### config.mk
export PLATFORM = sky130hd
export DESIGN_NAME = dcv_sup
export DESIGN_NICKNAME = d
export VERILOG_FILES = /design/src/design/dcv_pkg.sv /design/src/design/dcv_limits.sv /design/src/design/dcv_sup.sv
export VERILOG_INCLUDE_DIRS = /design/src /design/src/design
export SDC_FILE = /design/constraint.sdc
export NUM_CORES = 1
export LEC_CHECK = 0
export BUFFER_PORTS_ARGS = -buffer_cell sky130_fd_sc_hd__buf_2
export CELL_PAD_IN_SITES_DETAIL_PLACEMENT = 1
export CELL_PAD_IN_SITES_GLOBAL_PLACEMENT = 1
export CORE_MARGIN = 1
export CORE_UTILIZATION = 45
export CTS_BUF_LIST = sky130_fd_sc_hd__clkbuf_16
export DETAILED_ROUTE_END_ITERATION = 6
export HOLD_SLACK_MARGIN = 0.03
export PLACE_DENSITY_LB_ADDON = 0.1
export SYNTH_ARGS = -nofsm -noshare
export SYNTH_HDL_FRONTEND = slang
export SYNTH_SLANG_ARGS = --single-unit
### constraint.sdc
create_clock -name mclk -period 2.8 [get_ports mclk]
set_clock_uncertainty 0.2 [all_clocks]
set_input_delay 0.56 -clock mclk [delete_from_list [all_inputs] [get_ports mclk]]
set_output_delay 0.56 -clock mclk [all_outputs]
set_load 0.02 [all_outputs]
### src/design/dcv_cfg.svh
// constants for the dc link voltage supervisor
`ifndef DCV_CFG_SVH
`define DCV_CFG_SVH
`define DCV_CLK_NS 5
`define DCV_MS_NS 1000000
`define DCV_MS_CYCLES (`DCV_MS_NS / `DCV_CLK_NS)
`define DCV_RESTART_MAX_S 10
`define DCV_RESTART_MAX_MS (`DCV_RESTART_MAX_S * 1000)
`define DCV_OV_FAULT_V 11'h348
`define DCV_OV_CTRL_V 11'h30c
`define DCV_CHOP_ON_V 11'h30c
`define DCV_CHOP_OFF_V 11'h2f8
`define DCV_OV_WARN_V 11'h2e9
`define DCV_K_UV_WARN 11'h4cb
`define DCV_K_UV_CTRL 11'h43b
`define DCV_K_RLY_CLOSE 11'h466
`define DCV_K_RLY_OPEN 11'h41e
`define DCV_K_SHIFT 10
`define DCV_FC_NONE 16'h0000
`define DCV_FC_UV 16'h0c94
`define DCV_FC_OV 16'h0001
`endif

### src/design/dcv_pkg.sv
// types for the dc link voltage supervisor
package dcv_pkg;
  typedef logic [10:0] dcv_volt_t;
  typedef logic [9:0] dcv_ac_t;
  typedef enum logic [4:0] {
    DCV_RUN = 5'h01,
    DCV_RIDE = 5'h02,
    DCV_FAIL = 5'h04,
    DCV_CHARGE = 5'h08,
    DCV_TRIP = 5'h10
  } dcv_state_e;
endpackage : dcv_pkg

### src/design/dcv_limits.sv
// supply scaled undervoltage and charging relay limits
`timescale 1ns/1ps
`include "dcv_cfg.svh"
module dcv_limits (
  // clock and reset
  input wire logic mclk,
  input wire logic nrst,
  // supply base
  input wire dcv_pkg::dcv_ac_t base_v,
  // limits
  output dcv_pkg::dcv_volt_t uv_warn_lim,
  output dcv_pkg::dcv_volt_t uv_ctrl_lim,
  output dcv_pkg::dcv_volt_t close_lim,
  output dcv_pkg::dcv_volt_t open_lim
);
  function automatic dcv_pkg::dcv_volt_t scale(input dcv_pkg::dcv_ac_t v,
                                               input logic [10:0] k);
    logic [20:0] p;
    p = {11'h000, v} * {10'h000, k};
    scale = p[20:`DCV_K_SHIFT];
  endfunction : scale

  always_ff @(posedge mclk or negedge nrst)
  begin
    if (!nrst)
    begin
      uv_warn_lim <= 11'h000;
      uv_ctrl_lim <= 11'h000;
      close_lim <= 11'h000;
      open_lim <= 11'h000;
    end
    else
    begin
      uv_warn_lim <= scale(base_v, `DCV_K_UV_WARN);
      uv_ctrl_lim <= scale(base_v, `DCV_K_UV_CTRL);
      close_lim <= scale(base_v, `DCV_K_RLY_CLOSE);
      open_lim <= scale(base_v, `DCV_K_RLY_OPEN);
    end
  end
endmodule : dcv_limits

### src/design/dcv_sup.sv
// dc link voltage supervisor: limits, ride-through and auto restart
`timescale 1ns/1ps
`include "dcv_cfg.svh"
module dcv_sup #(
  parameter int MS_CYCLES = `DCV_MS_CYCLES
) (
  // clock and reset
  input wire logic mclk,
  input wire logic nrst,
  // link sample
  input wire dcv_pkg::dcv_volt_t link_voltage,
  input wire logic sample_valid,
  // drive state
  input wire logic start_cmd,
  input wire logic generating,
  input wire logic scalar_mode,
  input wire logic [15:0] decel_time,
  input wire logic fault_reset,
  // configuration
  input wire logic ovc_en,
  input wire logic uvc_en,
  input wire logic auto_restart_en,
  input wire logic force_restart_en,
  input wire logic vec_start_auto,
  input wire logic scalar_start_auto,
  input wire logic range_auto,
  input wire logic adaptive_en,
  input wire dcv_pkg::dcv_ac_t est_supply,
  input wire dcv_pkg::dcv_ac_t range_low,
  input wire logic [13:0] restart_time_ms,
  // readout and flags
  output dcv_pkg::dcv_volt_t link_voltage_readout,
  output logic ov_warn,
  output logic uv_warn,
  output logic restart_warn,
  output logic [15:0] fault_code,
  output logic tripped,
  // power stage control
  output logic gen_torque_limit,
  output logic decel_stretch,
  output logic [16:0] decel_time_eff,
  output logic chopper_on,
  output logic relay_closed,
  output logic modulation_en,
  output logic fan_en,
  output logic precharge_en,
  output logic ride_through,
  output logic standby,
  output logic flying_start_ok
);
  dcv_pkg::dcv_state_e st_q;
  dcv_pkg::dcv_state_e st_d;
  dcv_pkg::dcv_volt_t uv_warn_lim;
  dcv_pkg::dcv_volt_t uv_ctrl_lim;
  dcv_pkg::dcv_volt_t close_lim;
  dcv_pkg::dcv_volt_t open_lim;
  dcv_pkg::dcv_ac_t base_v;
  logic [17:0] ms_cnt_q;
  logic ms_tick;
  logic [13:0] rs_ms_q;
  logic [13:0] window;
  logic timeout;
  logic start_eff;
  logic [15:0] fc_d;
  dcv_pkg::dcv_volt_t v;

  assign base_v = (range_auto && adaptive_en) ? est_supply : range_low;

  dcv_limits u_limits (
    .mclk(mclk),
    .nrst(nrst),
    .base_v(base_v),
    .uv_warn_lim(uv_warn_lim),
    .uv_ctrl_lim(uv_ctrl_lim),
    .close_lim(close_lim),
    .open_lim(open_lim)
  );

  // raw link input steers each comparison except gen_torque_limit and decel_stretch, which use the readout
  assign v = link_voltage;

  always_ff @(posedge mclk or negedge nrst)
  begin
    if (!nrst)
      link_voltage_readout <= 11'h000;
    else if (sample_valid)
      link_voltage_readout <= link_voltage;
  end

  always_ff @(posedge mclk or negedge nrst)
  begin
    if (!nrst)
    begin
      ov_warn <= 1'b0;
      uv_warn <= 1'b0;
    end
    else if (sample_valid)
    begin
      ov_warn <= (v >= `DCV_OV_WARN_V);
      uv_warn <= (v < uv_warn_lim);
    end
  end

  // chopper with hysteresis band
  always_ff @(posedge mclk or negedge nrst)
  begin
    if (!nrst)
      chopper_on <= 1'b0;
    else if (sample_valid)
    begin
      if (v >= `DCV_CHOP_ON_V)
        chopper_on <= 1'b1;
      else if (v < `DCV_CHOP_OFF_V)
        chopper_on <= 1'b0;
    end
  end

  always_ff @(posedge mclk or negedge nrst)
  begin
    if (!nrst)
      relay_closed <= 1'b0;
    else if (sample_valid)
    begin
      if (v > close_lim)
        relay_closed <= 1'b1;
      else if (v < open_lim)
        relay_closed <= 1'b0;
    end
  end

  assign gen_torque_limit = ovc_en && generating &&
                            (link_voltage_readout >= `DCV_OV_CTRL_V);
  assign decel_stretch = ovc_en && (link_voltage_readout >= `DCV_OV_CTRL_V);

  always_ff @(posedge mclk or negedge nrst)
  begin
    if (!nrst)
      decel_time_eff <= 17'h00000;
    else if (decel_stretch)
      decel_time_eff <= {1'b0, decel_time} + {2'b00, decel_time[15:1]};
    else
      decel_time_eff <= {1'b0, decel_time};
  end

  assign flying_start_ok = scalar_mode ? scalar_start_auto : vec_start_auto;

  // millisecond enable for the restart window
  always_ff @(posedge mclk or negedge nrst)
  begin
    if (!nrst)
      ms_cnt_q <= 18'h00000;
    else if (ms_tick || st_q != dcv_pkg::DCV_FAIL)
      ms_cnt_q <= 18'h00000;
    else
      ms_cnt_q <= ms_cnt_q + 18'h00001;
  end
  assign ms_tick = (ms_cnt_q == 18'(MS_CYCLES - 1));

  assign window = (restart_time_ms > 14'(`DCV_RESTART_MAX_MS)) ?
                  14'(`DCV_RESTART_MAX_MS) : restart_time_ms;
  assign timeout = (rs_ms_q >= window);

  always_ff @(posedge mclk or negedge nrst)
  begin
    if (!nrst)
      rs_ms_q <= 14'h0000;
    else if (st_q != dcv_pkg::DCV_FAIL)
      rs_ms_q <= 14'h0000;
    else if (ms_tick && !timeout)
      rs_ms_q <= rs_ms_q + 14'h0001;
  end

  assign start_eff = start_cmd || force_restart_en;

  always_comb
  begin
    st_d = st_q;
    fc_d = fault_code;
    unique case (st_q)
      dcv_pkg::DCV_RUN:
      begin
        if (sample_valid && v >= `DCV_OV_FAULT_V)
        begin
          st_d = dcv_pkg::DCV_TRIP;
          fc_d = `DCV_FC_OV;
        end
        else if (sample_valid && v < uv_ctrl_lim)
        begin
          if (uvc_en && flying_start_ok)
            st_d = dcv_pkg::DCV_RIDE;
          else if (auto_restart_en || force_restart_en)
            st_d = dcv_pkg::DCV_FAIL;
          else if (v < open_lim)
            st_d = dcv_pkg::DCV_CHARGE;
        end
      end
      dcv_pkg::DCV_RIDE:
      begin
        if (sample_valid && v >= uv_warn_lim)
          st_d = dcv_pkg::DCV_RUN;
        else if (sample_valid && v < open_lim)
          st_d = (auto_restart_en || force_restart_en) ?
                 dcv_pkg::DCV_FAIL : dcv_pkg::DCV_CHARGE;
      end
      dcv_pkg::DCV_FAIL:
      begin
        if (sample_valid && relay_closed && v > close_lim &&
            start_eff && flying_start_ok)
          st_d = dcv_pkg::DCV_RUN;
        else if (timeout && !force_restart_en)
        begin
          st_d = dcv_pkg::DCV_TRIP;
          fc_d = `DCV_FC_UV;
        end
      end
      dcv_pkg::DCV_CHARGE:
      begin
        if (sample_valid && relay_closed && v > close_lim)
          st_d = dcv_pkg::DCV_RUN;
      end
      dcv_pkg::DCV_TRIP:
      begin
        if (fault_reset)
        begin
          st_d = dcv_pkg::DCV_RUN;
          fc_d = `DCV_FC_NONE;
        end
      end
      default:
      begin
        st_d = dcv_pkg::DCV_TRIP;
        fc_d = `DCV_FC_NONE;
      end
    endcase
  end

  always_ff @(posedge mclk or negedge nrst)
  begin
    if (!nrst)
    begin
      st_q <= dcv_pkg::DCV_RUN;
      fault_code <= `DCV_FC_NONE;
    end
    else
    begin
      st_q <= st_d;
      fault_code <= fc_d;
    end
  end

  assign tripped = (st_q == dcv_pkg::DCV_TRIP);
  assign restart_warn = (st_q == dcv_pkg::DCV_FAIL);
  assign ride_through = (st_q == dcv_pkg::DCV_RIDE);
  assign standby = (st_q == dcv_pkg::DCV_CHARGE);
  assign modulation_en = (st_q == dcv_pkg::DCV_RUN) ||
                         (st_q == dcv_pkg::DCV_RIDE);
  assign fan_en = modulation_en;
  assign precharge_en = (st_q == dcv_pkg::DCV_FAIL) ||
                        (st_q == dcv_pkg::DCV_CHARGE);
endmodule : dcv_sup

==> flow_summary.yaml <==
status:
  status: "finished, violations left"
  violations: "negative setup slack"
logic_synthesis:
  synthXorXnorAreaFrac_pct: 4.88
  yosysWarnings: 0
  ys_ff_latch: 115
  netlist_instances: 1356
  synth_edf_count: 0
  syn_area_per_cell_um2: 9.40
  synth_mux_area_share_pct: 2.35
  synth.lib_cells_used.distinct: 74
  synth_seq_area_share_pct: 22.6
  synth-simple-area-share_pct: 13.0
  synthArstFlopShare_pct: 100
  synth_top_cell_by_area: "ha_1"
  synth_fa_ha_area_share_pct: 37.3
  synth_top_family_by_area: "adder cells"
  yosysTopAreaCellShare_pct: 27.4
  netlist_area_mm2: 0.0127
  synthTopCellsByArea: "ha_1 27%, dfrtp_1 22%, fa_1 9.9%"
  synth_top_flop_cell: "dfrtp_1"
  synth_compound_area_share_pct: 12.2
setup_path:
  crit_arrival_ps: 5530
  crit_required_ps: 2910
  cp_max_fo: 5
  end_kind: "flip-flop"
  critical_path_class: "in -> reg"
  cp-start-kind: "input port"
routing:
  drt_iter0_markers: 811
  dr_total_vias: 13200
  postRouteAntennaNets: 0
  firstDrtPassIters: 5
  totalWireLength_um: 61000
  wl_per_cell_um: 27.8
  vias_per_cell: 5.98
  route.detailed.drc: 0
finish:
  fin_nets: 2226
  layout_common_cells: "271 x buf_4, 212 x ha_1, 182 x inv_1"
  antenna_cells: 0
  multi_input_comb_area_mm2: 0.0109
  stdcell_count: 2199
  final_common_cell: "buf_4"
  regArea_mm2: 0.00288
  drive_gt1_share_pct: 43.1
  fillCellCount: 3010
  design_area_mm2: 0.0191
  synthToLayoutAreaGrowth_pct: 49.7
floorplanning:
  fp.dieH_um: 170
  rows: 61
  io_pins: 134
  die_area_mm2: 0.0290
  die_w_um: 170
  fp.coreArea_mm2: 0.0278
  initial_utilization_pct: 45.9
flow_run:
  cap_violations: 0
grt:
  antenna_found_initial: 0
  grt_max_degree: 46
  grt.total_usage_pct: 35.4
  grt_overflow: 0
  grt_pass1_wl_um: 77400
  grt_pass1_vias: 14100
sta:
  relSlewSlack_pct: 55.2
  final_hold_viol_count: 0
  fin_ws_ps: -2620
  setup_viol: 63
  fin_crit_sh_pct: 194
  rsz0062_at_grt: "true"
  tightest_slew_ps: 671
  finalMaxSlewViolations: 0
  period_needed_ps: 5420
  max_freq_mhz: 184
power:
  p_per_area_mw_per_mm2: 1030
  ir_drop_mv: 1.05
  p_leak_nw: 9.51
  finalPower_mw: 19.6
hold_path:
  hold_path_class: "in -> reg"
clock_tree:
  tritoncts: "yes"
  htree_levels: 4
  clk-insertion-delay-late_ps: 440
  clk_pin_slew_ps: 60
  cts_made_buffers: 17
  cts-root-buf: "clkbuf_16"
  clock_path_buffers: 2
  clock-sinks: 115
placement:
  placed_cell_area_mm2: 0.0160
  io_buffers: 123
  hpwl_um: 32400
  place_congestion: 0.938
  placedCellCount: 2079
==> cell type report <==
class,count,share of cell area [%]
Clock buffer,17,2.23
Tap cell,378,2.48
Timing Repair Buffer,450,17.7
Clock inverter,15,0.898
Multi-Input combinational cell,1011,57.3
Inverter,213,4.30
Sequential cell,115,15.1
==> final timing paths <==
check / startpoint / endpoint / slack [ps] / depth (start not counted)
setup / recovery: adaptive_en / u_limits.uv_warn_lim[5] / -2620 / 25
max in group asynchronous: nrst / decel_time_eff[14] / 1220 / 3
setup reg to reg: u_limits.uv_ctrl_lim[2] / st_q[3] / -230 / 9
min in group asynchronous: nrst / rs_ms_q[4] / 490 / 2
hold reg to reg: link_voltage_readout[1] / link_voltage_readout[1] / 310 / 1
hold / removal: decel_time[0] / decel_time_eff[0] / 150 / 3
==> synth_stat cells (all sizes together), types with 21 or more instances <==
master,number
ha,279
inv,212
nand3,30
fa,63
nor3,28
xnor2,40
xor2,31
a21oi,55
nor2,80
nand2,79
dfrtp,114
o21ai,52
buf,21
==> sequential cells by signal, summed over array words and instances (netlist names), 11 cells and up <==
signal and flops:
u_limits.close_lim 11, ms_cnt_q 18, u_limits.uv_warn_lim 11, u_limits.uv_ctrl_lim 11, decel_time_eff 17, link_voltage_readout 11
rs_ms_q 14, u_limits.open_lim 11
==> per-layer routing <==
layer	global-route usage (%)	share of wire [%]	vias to the layer above
met4	22.3	9.6	0
met5	0	0	-
li1	-	-	5595
met1	36.1	34	6529
met2	67.3	50	656
met3	5.16	5.5	374
==> cell families after synthesis <==
| kind of cell | count (synthesis) |
|---|---|
| compound gates | 228 |
| xor+xnor | 71 |
| fa+ha+maj | 342 |
| buf+inv | 240 |
| flops | 115 |
| mux | 26 |
| other cells | 1 |
| simple gates | 333 |
==> worst max-delay path, stage by stage <==
cell and delay, ps:
buf_12 120, nand2_8 100, buf_6 120, mux2i_4 280, buf_6 150, xnor2_4 130, inv_2 90, buf_6 120
buf_4 140, buf_4 170, ha_4 260, fa_1 630, inv_1 100, fa_1 520, inv_1 50, ha_1 290
a21o_1 180, a21oi_2 200, o31a_1 330, buf_4 190, buf_6 90, a21oi_4 50, a21o_1 220, a211oi_2 320
nor3_2 80
==> through the flow <==
step / setup TNS, ps / util (%) / setup WS, ps / hold slack, ps
finish: -101790 / 68.7 / -2620 / 152
global placement: -116060 / 57.4 / -2670 / 264
CTS: -84700 / 65.0 / -2230 / 154
global route: -105420 / 68.7 / -2690 / 190
floorplan: -93900 / - / -2440 / 64.4
detailed placement: -122380 / 57.4 / -2790 / 287
==> power breakdown <==
part,internal [mW],leakage [nW],switching (mW)
combinational,7.08,7.78,7.89
sequential,2.12,1.43,0.197
clock,1.46,0.297,0.845
total,10.7,9.51,8.93
==> timing repair <==
item	in CTS	in global routing
endpoints found under the hold margin	36	0
setup buffers	55	44
resized for setup	195	145
setup endpoints to repair	65	71
gates cloned	2	0
hold buffers	1	0
pin swaps	114	91
(Power assumes the default switching activity.)
